**config.mk**
```make
export PLATFORM = sky130hd
export DESIGN_NAME = tss_sequencer
export DESIGN_NICKNAME = d
export VERILOG_FILES = /design/src/hdl/tss_pkg.sv /design/src/hdl/tss_edge_detect.sv /design/src/hdl/tss_sequencer.sv
export SDC_FILE = /design/constraint.sdc
export NUM_CORES = 1
export LEC_CHECK = 0
export ABC_AREA = 1
export BUFFER_PORTS_ARGS = -buffer_cell sky130_fd_sc_hd__buf_2
export CAP_MARGIN = 15
export CORE_ASPECT_RATIO = 1.1
export CORE_UTILIZATION = 30
export CTS_BUF_LIST = sky130_fd_sc_hd__clkbuf_8
export DETAILED_ROUTE_END_ITERATION = 8
export PLACE_DENSITY = 0.55
export SLEW_MARGIN = 20
export SYNTH_ARGS = -nofsm -noshare
export SYNTH_HDL_FRONTEND = slang
export SYNTH_HIERARCHICAL = 1
export SYNTH_SLANG_ARGS = --single-unit
```
**constraint.sdc**
```tcl
create_clock -name clock -period 4.8 [get_ports clock]
set_input_delay 0.24 -clock clock [delete_from_list [all_inputs] [get_ports clock]]
set_output_delay 0.24 -clock clock [all_outputs]
set_load 0.05 [all_outputs]
```
**src/hdl/tss_pkg.sv**
```systemverilog
package tss_pkg;

  // Trigger response selections
  typedef enum logic [1:0] {
    TSS_RESP_NONE,
    TSS_RESP_SINGLE,
    TSS_RESP_PER_TRIG,
    TSS_RESP_PULSE
  } tss_resp_e;

  // Shutter setting selections
  typedef enum logic [1:0] {
    TSS_SHUT_NORMAL,
    TSS_SHUT_CLOSED,
    TSS_SHUT_OPEN,
    TSS_SHUT_OPEN_BEFORE
  } tss_shut_e;

  // Edge polarity codes
  localparam logic TSS_EDGE_RISING = 1'b0;
  localparam logic TSS_EDGE_FALLING = 1'b1;

  // Clock and default shutter compensation times
  localparam int TSS_CLK_MHZ = 125;
  localparam int TSS_OPEN_DELAY_US = 8;
  localparam int TSS_CLOSE_DELAY_US = 8;
  localparam int TSS_OPEN_CYC = TSS_OPEN_DELAY_US * TSS_CLK_MHZ;
  localparam int TSS_CLOSE_CYC = TSS_CLOSE_DELAY_US * TSS_CLK_MHZ;
  localparam int TSS_CNT_W = 32;

endpackage

```
**src/hdl/tss_edge_detect.sv**
```systemverilog
`timescale 1ns/10ps
// Synchronises the trigger pin and reports both edges
module tss_edge_detect
  import tss_pkg::*;
(
  input wire logic clock,
  input wire logic srst,
  input wire logic clk_en,
  input wire logic pin,
  input wire logic edge_select,
  output logic level,
  output logic start_edge,
  output logic end_edge
);

  logic sync1_reg; // First stage, read only by second
  logic sync2_reg; // Second stage
  logic prev_reg; // Delayed copy for edge finding
  logic rise;
  logic fall;

  // Two-flop synchroniser plus history
  // Reset lets the pin flow through, so the history already matches the
  // pin's idle level at release and no false edge follows reset
  always_ff @(posedge clock) begin
    if (srst || clk_en) begin
      sync1_reg <= pin;
      sync2_reg <= sync1_reg;
      prev_reg <= sync2_reg;
    end
  end

  assign rise = sync2_reg & ~prev_reg;
  assign fall = ~sync2_reg & prev_reg;
  assign level = sync2_reg;
  // Polarity swaps which edge starts and which ends
  assign start_edge = clk_en & ((edge_select == TSS_EDGE_RISING) ? rise
                                                                  : fall);
  assign end_edge = clk_en & ((edge_select == TSS_EDGE_RISING) ? fall
                                                                : rise);

endmodule // tss_edge_detect

```
**src/hdl/tss_sequencer.sv**
```systemverilog
`timescale 1ns/10ps
// Full-frame acquisition sequencer: trigger, shutter and readout start
module tss_sequencer
  import tss_pkg::*;
#(
  parameter int CNT_W = TSS_CNT_W,
  parameter int OPEN_CYC = TSS_OPEN_CYC,
  parameter int CLOSE_CYC = TSS_CLOSE_CYC
) (
  input wire logic clock,
  input wire logic srst,
  input wire logic clk_en,
  input wire logic trigger_in,
  input wire logic [1:0] trigger_response,
  input wire logic [1:0] shutter_mode,
  input wire logic trigger_edge_select,
  input wire logic [CNT_W-1:0] exposure_cycles,
  input wire logic [15:0] frame_count,
  input wire logic acq_start,
  input wire logic acq_stop,
  input wire logic readout_done,
  output logic shutter_drive,
  output logic readout_start,
  output logic exposing,
  output logic waiting_trigger,
  output logic acquiring,
  output logic trigger_dropped
);

  typedef enum logic [2:0] {
    TSS_IDLE,
    TSS_WAIT_TRIG,
    TSS_OPENING,
    TSS_EXPOSE,
    TSS_CLOSING,
    TSS_READOUT
  } tss_state_e;

  tss_state_e state_reg; // Main sequencer state
  tss_state_e state_next;
  logic [CNT_W-1:0] timer_reg; // Shared delay and exposure counter
  logic [15:0] frames_left_reg; // Frames still to acquire
  logic armed_reg; // Single-trigger sequence released
  logic readout_start_reg;
  logic trig_start;
  logic trig_end;
  logic busy;
  logic timer_done;
  tss_resp_e resp;
  tss_shut_e shut;

  assign resp = tss_resp_e'(trigger_response);
  assign shut = tss_shut_e'(shutter_mode);

  tss_edge_detect u_edge (
    .clock(clock),
    .srst(srst),
    .clk_en(clk_en),
    .pin(trigger_in),
    .edge_select(trigger_edge_select),
    .level(),
    .start_edge(trig_start),
    .end_edge(trig_end)
  );

  // Saturating compare, zero exposure still takes one cycle
  function automatic logic reached(input logic [CNT_W-1:0] cnt,
                                   input logic [CNT_W-1:0] lim);
    reached = (cnt + 1'b1 >= lim);
  endfunction

  // Delay in each timed state; shutter delays skipped if not moving
  function automatic logic [CNT_W-1:0] state_limit(input tss_state_e st,
                                                   input tss_shut_e sh,
                                                   input logic [CNT_W-1:0] expo);
    state_limit = '0;
    if (st == TSS_OPENING && sh == TSS_SHUT_NORMAL) begin
      state_limit = CNT_W'(OPEN_CYC);
    end else if (st == TSS_CLOSING && (sh == TSS_SHUT_NORMAL ||
                                       sh == TSS_SHUT_OPEN_BEFORE)) begin
      state_limit = CNT_W'(CLOSE_CYC);
    end else if (st == TSS_EXPOSE) begin
      state_limit = expo;
    end
  endfunction

  // Exposure passed in, so the assignment follows changes to it
  assign timer_done = reached(timer_reg,
                              state_limit(state_reg, shut, exposure_cycles));
  // Anything past waiting is busy; triggers then are discarded
  assign busy = (state_reg != TSS_IDLE) && (state_reg != TSS_WAIT_TRIG);

  // Does this frame need a trigger edge to begin?
  function automatic logic needs_trigger(input tss_resp_e r,
                                         input logic armed);
    case (r)
      TSS_RESP_NONE: needs_trigger = 1'b0;
      TSS_RESP_SINGLE: needs_trigger = ~armed;
      default: needs_trigger = 1'b1;
    endcase
  endfunction

  // Next-state decode
  always_comb begin
    state_next = state_reg;
    unique case (state_reg)
      TSS_IDLE: begin
        if (acq_start) begin
          state_next = TSS_WAIT_TRIG;
        end
      end
      TSS_WAIT_TRIG: begin
        // Trigger ignored unless mode wants one
        if (acq_stop || frames_left_reg == 16'h0000) begin
          state_next = TSS_IDLE;
        end else if (!needs_trigger(resp, armed_reg)) begin
          state_next = TSS_OPENING;
        end else if (trig_start) begin
          // Pulse mode skips the timed shutter opening delay
          state_next = (resp == TSS_RESP_PULSE) ? TSS_EXPOSE
                                                : TSS_OPENING;
        end
      end
      TSS_OPENING: begin
        if (timer_done) begin
          state_next = TSS_EXPOSE;
        end
      end
      TSS_EXPOSE: begin
        // Pulse mode ends on the opposite edge, not on the timer
        if (resp == TSS_RESP_PULSE ? trig_end : timer_done) begin
          state_next = TSS_CLOSING;
        end
      end
      TSS_CLOSING: begin
        if (timer_done) begin
          state_next = TSS_READOUT;
        end
      end
      TSS_READOUT: begin
        if (readout_done) begin
          state_next = TSS_WAIT_TRIG;
        end
      end
      // Unused state codes fall back to idle
      default: state_next = TSS_IDLE;
    endcase
  end

  // State register
  always_ff @(posedge clock) begin
    if (srst) begin
      state_reg <= TSS_IDLE;
    end else if (clk_en) begin
      state_reg <= state_next;
    end
  end

  // Timer restarts on each state change
  always_ff @(posedge clock) begin
    if (srst) begin
      timer_reg <= '0;
    end else if (clk_en) begin
      if (state_next != state_reg) begin
        timer_reg <= '0;
      end else if (!timer_done) begin
        timer_reg <= timer_reg + 1'b1;
      end
    end
  end

  // Frame budget, zero means run until stopped
  always_ff @(posedge clock) begin
    if (srst) begin
      frames_left_reg <= 16'h0000;
    end else if (clk_en) begin
      if (state_reg == TSS_IDLE && acq_start) begin
        frames_left_reg <= (frame_count == 16'h0000) ? 16'hffff
                                                     : frame_count;
      end else if (state_reg == TSS_READOUT && readout_done &&
                   frame_count != 16'h0000) begin
        frames_left_reg <= frames_left_reg - 16'h0001;
      end
    end
  end

  // Single-trigger arming: one edge releases the whole sequence
  always_ff @(posedge clock) begin
    if (srst) begin
      armed_reg <= 1'b0;
    end else if (clk_en) begin
      if (state_reg == TSS_IDLE) begin
        armed_reg <= 1'b0;
      end else if (state_reg == TSS_WAIT_TRIG && trig_start) begin
        armed_reg <= 1'b1;
      end
    end
  end

  // Readout start pulse, only after the closing phase ends
  always_ff @(posedge clock) begin
    if (srst) begin
      readout_start_reg <= 1'b0;
    end else if (clk_en) begin
      readout_start_reg <= (state_reg == TSS_CLOSING) &&
                           (state_next == TSS_READOUT);
    end else begin
      readout_start_reg <= 1'b0;
    end
  end

  // Busy trigger report; edge discarded, never stored
  always_ff @(posedge clock) begin
    if (srst) begin
      trigger_dropped <= 1'b0;
    end else if (clk_en) begin
      trigger_dropped <= busy & trig_start &
                         (resp != TSS_RESP_NONE);
    end
  end

  // Shutter drive per setting
  always_ff @(posedge clock) begin
    if (srst) begin
      shutter_drive <= 1'b0;
    end else if (clk_en) begin
      unique case (shut)
        TSS_SHUT_CLOSED: shutter_drive <= 1'b0;
        TSS_SHUT_OPEN: shutter_drive <= 1'b1;
        TSS_SHUT_NORMAL: begin
          shutter_drive <= (state_next == TSS_OPENING) ||
                           (state_next == TSS_EXPOSE);
        end
        TSS_SHUT_OPEN_BEFORE: begin
          // Held open while waiting; drops to close then read, and in idle
          shutter_drive <= (state_next == TSS_WAIT_TRIG) ||
                           (state_next == TSS_OPENING) ||
                           (state_next == TSS_EXPOSE);
        end
      endcase
    end
  end

  assign readout_start = readout_start_reg;
  assign exposing = (state_reg == TSS_EXPOSE);
  assign waiting_trigger = (state_reg == TSS_WAIT_TRIG) &&
                           needs_trigger(resp, armed_reg);
  assign acquiring = (state_reg != TSS_IDLE);

endmodule // tss_sequencer

```
==> results of run 1 <==
## final cells by class
type,instances,area (sq um)
clock buffer,11,151.4
sequential,58,1191
inverter,74,277.8
clock inverter,3,11.26
timing repair buffer,78,462.9
fill,1801,10230
tap,200,250.2
multi-input combinational,588,3277
## path summary, 6_finish.rpt
path | startpoint | end | slack (ns) | cells after the start
max | timer_reg[0]$_SDFFE_PP0P_ | timer_reg[23]$_SDFFE_PP0P_ | 0.50 | 28
min | trigger_in | u_edge/sync1_reg$_DFFE_PP_ | 0.07 | 1
max reg2reg | timer_reg[0]$_SDFFE_PP0P_ | timer_reg[23]$_SDFFE_PP0P_ | 0.50 | 28
min reg2reg | u_edge/sync1_reg$_DFFE_PP_ | u_edge/level$_DFFE_PP_ | 0.42 | 0
## cells by family after synthesis
group	count (synthesis)
and+or+nand+nor	389
AOI/OAI and AO/OA	130
buffers and inverters	111
DFF	58
adders and majority gates	38
xor gates and xnor gates	31
## repair_timing
item,4_1_cts,5_1_grt
hold buffers,0,0
resized for setup,0,4
setup endpoints to repair,0,32
setup buffers,0,2
## power groups by stage
| stage | clock network [uW] | registers [uW] | logic [uW] |
|---|---|---|---|
| floorplan | 0 | 673 | 958 |
| global placement | 0 | 700 | 1240 |
| detailed placement | 0 | 699 | 1230 |
| CTS | 417 | 690 | 1240 |
| global route | 439 | 707 | 1450 |
| finish | 407 | 693 | 1260 |
## per-layer routing
layer	part of all wire [%]	track usage, %	vias to the layer above
met5	0	0	-
met4	1.9	6.827	0
met3	4.5	2.810	23
met2	48	29.17	132
met1	46	20.86	2268
li1	-	-	2659
## per-stage QoR
| stage | setup WS [ns] | hold slack, ns | utilization (%) | total power, uW |
|---|---|---|---|---|
| after floorplan | 1.009 | 0.3389 | - | 1632 |
| after global placement | 0.4638 | 0.4042 | 34.24 | 1936 |
| after detailed placement | 0.3153 | 0.4088 | 34.24 | 1934 |
| after CTS | 0.3000 | 0.05263 | 35.27 | 2347 |
| after global routing | 0.006437 | 0.04644 | 35.46 | 2591 |
| final | 0.4986 | 0.06832 | 35.46 | 2357 |
## layout by cell type (no fill, tap or decap), types with 8 or more instances in the layout
| cell | instances |
|---|---|
| buf_2 | 65 |
| nor2_1 | 86 |
| nand3_1 | 42 |
| xor2_1 | 23 |
| nand4_1 | 40 |
| clkbuf_8 | 11 |
| buf_4 | 9 |
| nor3_1 | 17 |
| o21ai_0 | 23 |
| ha_1 | 38 |
| nand2_1 | 171 |
| a21oi_1 | 71 |
| xnor2_1 | 8 |
| dfxtp_1 | 55 |
| inv_1 | 69 |
| nand3_2 | 10 |
## critical path: cells and delay by family (launching register included)
kind / cells / cell delay (ns)
AOI/OAI and AO/OA: 2 / 0.39
DFF: 1 / 0.39
buffers and inverters: 3 / 0.40
and+or+nand+nor: 21 / 2.48
adders and majority gates: 2 / 0.50
==> qor.csv, run 1 <==
stage,metric,value,unit
run_status,status,"complete, no violations",
clocking,H-tree levels,3,
synth,XOR/XNOR Fraction of Synth Area,5.540,%
clocking,CTS tree,built,
sta,Worst Tran Pin Value,0.8073,ns
floorplan,DIE WIDTH,123.9,microns
routing,Pre-Repair DR Iteration Count,5,
routing,Total Routed Length,13580,microns
synth,Adder-Cell Fraction of Synth Area,9.701,%
sta,Post-Route Skew,0.01020,ns
synth,synth top area cells,"dfxtp_1 (22%), nand2_1 (13%), ha_1 (9.7%)",
routing,vias per cell,5.022,
synth,top cells by instance count after synthesis,"nand2_1 (171), nor2_1 (87), a21oi_1 (71), inv_1 (66), dfxtp_1 (55)",
place,IO buf count,65,
final_layout,post-route non-filler standard cell count,1012,
floorplan,I/O pins,66,
synth,Post-synth EDFFs,3,
place,RD Place Congestion,0.8703,
setup_path,CP Max Fanout,12,
synth,post-synthesis sequential area ratio,24.30,%
synth,post-synth cell types,43,
synth,yosys warns,6,
clocking,clk root buf,clkbuf_8,
sta,highest clock rate,232.5,MHz
sta,final setup vio count,0,
sta,Final Hold Vio Count,0,
synth,Synth Flop Type,dfxtp_1,
synth,Seq cells post-synth,58,
global_routing,initial antenna violation count,0,
place,"Cell Area, Placed",0.005429,sq mm
setup_path,CP required,5.04,ns
sta,"Period Utilization, post-route",89.61,%
synth,cell taking the most area after synthesis,dfxtp_1,
final_layout,layout cells sized above 1,14.53,%
power_and_ir_drop,switching share of power,45.74,%
synth,Synth Area in Compound Gates,15.04,%
setup_path,CP endpoint kind,flop,
power_and_ir_drop,sw power,1078,uW
global_routing,vias in the first global route,4737,
final_layout,antenna fix cells,0,
synth,Mapped Nets,855,
setup_path,Crit path top cell by count,nand2_1,
clocking,clk buf depth,2,
synth,Post-synth ARST share,0,%
floorplan,initial core utilization,30.91,%
synth,syn_area_per_cell,6.474,sq um
floorplan,die area,0.01685,sq mm
setup_path,Critical-path top delay cell,dfxtp_1,
final_layout,max FFs per register,32,
power_and_ir_drop,combinational group share of total power,53.3,%
power_and_ir_drop,Max IR drop VDD,0.1754,mV
final_layout,Area growth syn-to-layout,14.71,%
power_and_ir_drop,Clock Power Share,17.3,%
power_and_ir_drop,Sequential Power Share,29.4,%
routing,drt wl/cell,13.42,microns
sta,unrepaired setup endpoints after global routing,false,
global_routing,total gr overflow,0,
global_routing,global-route wire length before repair,22570,microns
sta,Final Max Tran Viols,0,
synth,cell with the most instances after synthesis,nand2_1,
final_layout,cell area after layout,0.005622,sq mm
setup_path,critical path class,flop to flop,
floorplan,Std-Cell Core Area,0.01586,sq mm
sta,Setup TNS Final,0,ns
sta,clock period minus worst slack,4.301,ns
synth,mux cell area share after synthesis,0,%
routing,drt first-iter violations,230,
place,dpl cells,996,
clocking,"Clk Latency, worst-skew pair",0.35,ns
clocking,"CTS clk-pin slew, worst paths",0.07,ns
routing,total number of vias,5082,
synth,combinational family with the most area after synthesis,simple AND/OR/NAND/NOR gates,
power_and_ir_drop,cell-internal power,1279,uW
sta,Max-slew headroom,46.18,%
setup_path,Worst path max stage delay,0.39,ns
synth,top cell type's share of synthesized area,22.47,%
floorplan,FP Rows,48,
global_routing,largest net degree at the start of global routing,74,
setup_path,critical path startpoint category,flop,
global_routing,gr usage total,17.01,%
floorplan,Die Y,136.1,microns
place,placed wire-length estimate,9788,microns
setup_path,CP arrival,4.54,ns
routing,post-detailed-route count of antenna-violating nets,0,
hold_path,min-delay worst type,input port to flop,
power_and_ir_drop,Pwr Density,419.3,mW/mm^2
power_and_ir_drop,Leak,0.002551,uW
routing,DRC,0,
run,max_cap viols,0,
synth,Cells after Synth,757,
final_layout,Layout Nets,907,
synth,Mapped Area,0.004901,sq mm
synth,post-synthesis simple-gate area fraction,36.53,%
clocking,number of CTS-inserted buffers,9,
clocking,# clock sinks,58,
Power figures use the tool's default switching activity.
==> run 2, diff against run 1 <==
CORE_UTILIZATION = 40   (was 30)
PLACE_DENSITY = 0.67   (was 0.55)
SYNTH_HIERARCHICAL = default   (was 1)
==> run 2 against run 1 <==
Global-route usage increased by 5.2 points. Clock power decreased by 4%. Cell count decreased by 0.79%. Power increased by 24%. Clock-buffer cell count decreased by 2. Hold slack got worse by 0.014 ns. Sequential cell count unchanged. Critical path type unchanged. Highest routed layer unchanged.
==> qor.csv, run 2 <==
stage,metric,value,unit
run_status,status,"complete, no violations",
global_routing,vias in the first global route,4924,
sta,highest clock rate,235.2,MHz
global_routing,gr usage total,22.17,%
hold_path,worst hold start,trigger_in,
floorplan,Std-Cell Core Area,0.01214,sq mm
synth,mux cell area share after synthesis,0,%
final_layout,"most common cell after layout, fill and taps aside",nand2_1,
place,RD Place Congestion,0.8947,
routing,Pre-Repair DR Iteration Count,5,
synth,Mapped Nets,893,
synth,Mapped Area,0.005017,sq mm
floorplan,I/O pins,66,
synth,cell taking the most area after synthesis,dfxtp_1,
final_layout,cell area after layout,0.005617,sq mm
synth,yosys warns,0,
synth,Adder-Cell Fraction of Synth Area,9.476,%
synth,post-synthesis sequential area ratio,23.74,%
synth,post-synth cell types,47,
floorplan,die area,0.01300,sq mm
synth,Synth Area in Compound Gates,14.36,%
setup_path,cell family with most CP delay,simple AND/OR/NAND/NOR gates,
clocking,CTS tree,built,
hold_path,Hold Crit Depth,1,
hold_path,min-delay worst type,input port to flop,
place,"Cell Area, Placed",0.005441,sq mm
setup_path,critical path class,flop to flop,
synth,Post-synth EDFFs,3,
global_routing,total gr overflow,0,
synth,Synth Flop Type,dfxtp_1,
setup_path,Buffers & Inverters on Critical Path,2,
setup_path,"Cell Chain, Critical Path",ha_1 -> nand2_1 -> nor2_1 -> nand4_1 -> nor3_2 -> nand2_1 -> inv_1 -> nand2_1 -> xor2_1 -> ha_1 -> nand2_1 -> nor2_1 -> nand2_1 -> inv_1 -> a21oi_1 -> nand3_1 -> a21oi_2 -> nand2_1 -> nand2_2 -> nand4_4 -> a21oi_1 -> nor2_1,
sta,Max-slew headroom,29.06,%
place,IO buf count,65,
setup_path,CP required,5.05,ns
setup_path,worst r2r src,timer_reg[0]$_SDFFE_PP0P_,
routing,Total Routed Length,14160,microns
setup_path,WP depth,22,
clocking,cts hold-fix bufs,0,
sta,Setup TNS Final,0,ns
setup_path,R2R depth,22,
clocking,"CTS clk-pin slew, worst paths",0.08,ns
setup_path,CP arrival,4.50,ns
synth,combinational family with the most area after synthesis,simple AND/OR/NAND/NOR gates,
sta,final setup vio count,0,
clocking,number of CTS-inserted buffers,9,
final_layout,layout cells sized above 1,12.59,%
sta,clock period minus worst slack,4.251,ns
place,pre-CTS setup slack,0.3411,ns
final_layout,most frequent cells in the layout,"nand2_1 (188), nor2_1 (90), inv_1 (84)",
global_routing,largest net degree at the start of global routing,65,
final_layout,max FFs per register,32,
routing,post-detailed-route count of antenna-violating nets,0,
synth,Cells after Synth,795,
final_layout,Layout Nets,943,
synth,cell with the most instances after synthesis,nand2_1,
final_layout,antenna fix cells,0,
routing,drt wl/cell,14.10,microns
place,placed wire-length estimate,10110,microns
synth,top cells by instance count after synthesis,"nand2_1 (188), nor2_1 (90), inv_1 (81), a21oi_1 (71), dfxtp_1 (55)",
synth,Seq cells post-synth,58,
floorplan,FP Rows,42,
synth,XOR/XNOR Fraction of Synth Area,5.411,%
sta,Worst Tran Pin Value,1.058,ns
global_routing,global-route wire length before repair,22870,microns
clocking,# clock sinks,58,
sta,fin worst setup slack,0.5491,ns
synth,Post-synth ARST share,0,%
setup_path,Crit. Startpoint,timer_reg[0]$_SDFFE_PP0P_,
floorplan,DIE WIDTH,108.8,microns
synth,synth top area cells,"dfxtp_1 (22%), nand2_1 (14%), ha_1 (9.5%)",
floorplan,initial core utilization,41.33,%
sta,Final Hold Vio Count,0,
final_layout,fin util,46.27,%
sta,unrepaired setup endpoints after global routing,false,
floorplan,Die Y,119.5,microns
setup_path,Critical-path top delay cell,nand4_4,
power_and_ir_drop,Leak,0.002525,uW
clocking,H-tree levels,3,
routing,drt first-iter violations,308,
clocking,clk root buf,clkbuf_8,
sta,"Period Utilization, post-route",88.56,%
setup_path,CP Max Fanout,32,
sta,Post-Route Skew,0.01133,ns
routing,vias per cell,5.344,
routing,DRC,0,
clocking,"Clk Latency, worst-skew pair",0.36,ns
synth,post-synthesis simple-gate area fraction,36.78,%
run,max_cap viols,0,
synth,top cell type's share of synthesized area,21.95,%
setup_path,CP endpoint kind,flop,
synth,syn_area_per_cell,6.311,sq um
routing,total number of vias,5365,
setup_path,Crit path top cell by count,nand2_1,
global_routing,initial antenna violation count,0,
final_layout,Area growth syn-to-layout,11.95,%
setup_path,critical path startpoint category,flop,
clocking,clk buf depth,2,
power_and_ir_drop,Pwr Density,521.1,mW/mm^2
power_and_ir_drop,Max IR drop VDD,0.2718,mV
setup_path,Worst path max stage delay,0.44,ns
sta,Final Max Tran Viols,0,
run 2: changes by cell type after synthesis, sizes merged, moves of 3 or more:
| cell | before | now |
|---|---|---|
| inv | 72 | 87 |
| nand2 | 174 | 189 |
| nor3 | 20 | 29 |
| a31oi | 6 | 1 |
| o221ai | 6 | 2 |
| a211oi | 6 | 9 |
| nand3 | 52 | 49 |
| nor4 | 6 | 9 |
run 2: kinds of logic (layout without fill, tap and decap cells):
group,count (synthesis),after routing
compound gates,127,127
xor+xnor,31,31
fa+ha+maj,38,38
buf+inv,127,181
flops,58,58
simple gates,414,415
run 2: cell type report:
type	count	area, sq um
clock buffers	9	123.9
clock inverters	7	30.03
fillers	1335	6523
inverters	90	337.8
multi-input cells	611	3341
flip-flops and latches	58	1191
well taps	154	192.7
repair buffers	75	400.4
run 2: path summary, 6_finish.rpt:
kind	to	slack (ns)
max reg2reg	timer_reg[17]$_SDFFE_PP0P_	0.55
min	u_edge.sync1_reg$_DFFE_PP_	0.05
min reg2reg	u_edge.level$_DFFE_PP_	0.43
max	timer_reg[17]$_SDFFE_PP0P_	0.55
run 2: power breakdown:
part	switching [uW]	internal, uW	total, uW
clock	213	177	390
combinational	1090	632	1720
sequential	178	638	816
total	1480	1450	2930
run 2: layer usage:
metal  up-vias  GRT usage, %  part of all wire (%)
met3        30         4.269                   6.1
met5         -             0                     0
li1       2766             -                     -
met2       167         36.91                    46
met4         0         8.699                   2.4
met1      2402         27.81                    45
run 2: through the flow:
stage          hold slack [ns]  power [uW]  std cells
2_1_floorplan           0.3389        2180        795
3_3_place_gp            0.4021        2460        987
3_5_place_dp            0.4061        2468        987
4_1_cts                0.04143        2867       1003
5_1_grt                0.03996        3230       1004
6_report               0.05474        2927       1004
run 2: timing repair:
| action | CTS | global route |
|---|---|---|
| buffers inserted | 0 | 0 |
| setup endpoints to repair | 0 | 32 |
| resized for setup | 0 | 1 |
==> run 3, diff against run 2 <==
CORE_UTILIZATION = 61   (was 40)
PLACE_DENSITY = 0.92   (was 0.67)
==> run 3 against run 2 <==
Clock power rose by 21%. Wire length shrank 3.1%. First-iteration DRC count rose by 68%. Sequential power about the same. Clock skew about the same. Critical path depth up 1. Worst setup slack got worse by 0.13 ns. Largest cell class unchanged. Largest power group unchanged. Highest routed layer unchanged.
==> qor.csv, run 3 (synthesized netlist as in run 2, its figures left out) <==
stage,metric,value,unit
run_status,status,"complete, no violations",
clocking,CTS tree,built,
sta,Worst Tran Pin Value,1.007,ns
setup_path,CP Max Fanout,32,
clocking,"Clk Latency, worst-skew pair",0.35,ns
final_layout,antenna fix cells,0,
run,max_cap viols,0,
floorplan,Die Y,97.12,microns
sta,fin worst setup slack,0.4177,ns
place,dpl cells,938,
floorplan,FP Rows,34,
sta,Max-slew headroom,32.45,%
floorplan,I/O pins,66,
sta,final setup vio count,0,
final_layout,layout cells sized above 1,12.63,%
power_and_ir_drop,Leak,0.002518,uW
setup_path,worst r2r src,timer_reg[0]$_SDFFE_PP0P_,
final_layout,Layout Nets,940,
global_routing,vias in the first global route,5305,
floorplan,DIE WIDTH,88.47,microns
sta,final hold slack,0.07855,ns
power_and_ir_drop,cell-internal power,1539,uW
sta,Final Max Tran Viols,0,
sta,highest clock rate,228.2,MHz
power_and_ir_drop,Pwr Density,545.9,mW/mm^2
sta,Post-Route Skew,0.01096,ns
final_layout,max FFs per register,32,
sta,Final Hold Vio Count,0,
final_layout,Area growth syn-to-layout,11.37,%
place,IO buf count,65,
global_routing,largest net degree at the start of global routing,71,
routing,Total Routed Length,13730,microns
global_routing,global-route wire length before repair,22410,microns
clocking,clk root buf,clkbuf_8,
place,pre-CTS setup slack,0.3834,ns
setup_path,CP arrival,4.66,ns
setup_path,critical path class,flop to flop,
routing,post-detailed-route count of antenna-violating nets,0,
sta,clock period minus worst slack,4.382,ns
setup_path,R2R depth,23,
final_layout,cell area after layout,0.005588,sq mm
setup_path,R2R Path End,timer_reg[29]$_SDFFE_PP0P_,
routing,Pre-Repair DR Iteration Count,5,
clocking,clk buf depth,2,
hold_path,worst hold start,trigger_in,
global_routing,total gr overflow,0,
power_and_ir_drop,Max IR drop VDD,0.3480,mV
final_layout,post-route non-filler standard cell count,955,
sta,unrepaired setup endpoints after global routing,false,
power_and_ir_drop,sw power,1512,uW
sta,"Period Utilization, post-route",91.30,%
global_routing,initial antenna violation count,0,
routing,vias per cell,5.917,
power_and_ir_drop,combinational group share of total power,57.8,%
setup_path,CP required,5.08,ns
power_and_ir_drop,Clock Power Share,15.5,%
clocking,cts hold-fix bufs,0,
routing,total number of vias,5651,
clocking,number of CTS-inserted buffers,9,
sta,Setup TNS Final,0,ns
setup_path,critical path startpoint category,flop,
floorplan,Std-Cell Core Area,0.007955,sq mm
place,"Cell Area, Placed",0.005361,sq mm
floorplan,die area,0.008592,sq mm
power_and_ir_drop,switching share of power,49.55,%
hold_path,sink of the worst hold path,u_edge.sync1_reg$_DFFE_PP_,
global_routing,gr usage total,32.37,%
routing,DRC,0,
place,placed wire-length estimate,9558,microns
clocking,# clock sinks,58,
final_layout,"most common cell after layout, fill and taps aside",nand2_1,
routing,drt wl/cell,14.37,microns
power_and_ir_drop,Sequential Power Share,26.7,%
hold_path,min-delay worst type,input port to flop,
floorplan,initial core utilization,63.07,%
final_layout,most frequent cells in the layout,"nand2_1 (188), nor2_1 (90), inv_1 (82)",
clocking,"CTS clk-pin slew, worst paths",0.07,ns
setup_path,CP endpoint kind,flop,
hold_path,Hold Crit Depth,1,
setup_path,flop2flop setup slack,0.42,ns
routing,drt first-iter violations,518,
clocking,H-tree levels,3,
place,RD Place Congestion,0.9462,
==> run 3: changes by cell type in the layout (fill, tap and decap cells not counted), sizes merged <==
cell      change
clkinv        -3
clkinvlp      +2
inv           -2
bufinv        +1
buf           -3
clkbuf        +2
==> run 3: repair_timing <==
action	in CTS	in global routing
resized for setup	0	1
setup endpoints to repair	0	32
buffers inserted	0	0
==> run 3: layout make-up <==
type                    instances  area (sq um)
fillers                       678          2367
multi-input cells             611          3341
well taps                     108         135.1
inverters                      90         337.8
flip-flops and latches         58          1191
clock buffers                  11         151.4
clock inverters                 5         53.80
repair buffers                 72         377.9
==> run 3: worst max-delay path, stage by stage, from the launching register on <==
cell and delay [ns]:
dfxtp_1 0.41, ha_1 0.23, nand2_1 0.07, nor2_1 0.29, nand4_1 0.24, nor3_2 0.29
nand2_1 0.14, inv_1 0.09, nand2_1 0.06, xor2_1 0.24, ha_1 0.28, nand2_1 0.06
nor2_1 0.04, nand2_1 0.08, inv_1 0.04, a21oi_1 0.23, nand3_1 0.13, a21oi_2 0.16
nand2_1 0.14, nand2_2 0.18, nand4_4 0.44, nand3_1 0.23, nand2_1 0.09, nor2_1 0.13
==> run 3: routing by layer <==
| layer | global-route usage, % | routed length, microns |
|---|---|---|
| met2 | 55.74 | 6765 |
| met3 | 4.163 | 864 |
| met1 | 38.03 | 5467 |
| met4 | 17.62 | 628 |
| met5 | 0 | 0 |
==> run 3: through the flow <==
step,utilization (%),power (uW)
global route,70.24,3323
CTS,69.97,2952
detailed placement,67.40,2474
finish,70.24,3050
floorplan,-,2180
global placement,67.40,2372
==> run 3: worst max-delay path by stage <==
stage,start,end,slack (ns),depth (start not counted)
detailed placement,timer_reg[0]$_SDFFE_PP0P_,timer_reg[15]$_SDFFE_PP0P_,0.38,22
global placement,timer_reg[7]$_SDFFE_PP0P_,timer_reg[0]$_SDFFE_PP0P_,0.59,19
CTS,timer_reg[0]$_SDFFE_PP0P_,timer_reg[29]$_SDFFE_PP0P_,0.32,23
finish,timer_reg[0]$_SDFFE_PP0P_,timer_reg[29]$_SDFFE_PP0P_,0.42,23
floorplan,state_reg[0]$_SDFFE_PP0P_,timer_reg[1]$_SDFFE_PP0P_,1.26,18
global route,timer_reg[0]$_SDFFE_PP0P_,timer_reg[15]$_SDFFE_PP0P_,0.002,26
==> run 3: power by group through the flow <==
stage / clock network [uW] / logic [uW] / registers (uW)
after floorplan: 0 / 1410 / 772
after global placement: 0 / 1570 / 807
after detailed placement: 0 / 1660 / 815
after CTS: 470 / 1680 / 806
after global routing: 494 / 2000 / 834
final: 471 / 1760 / 815
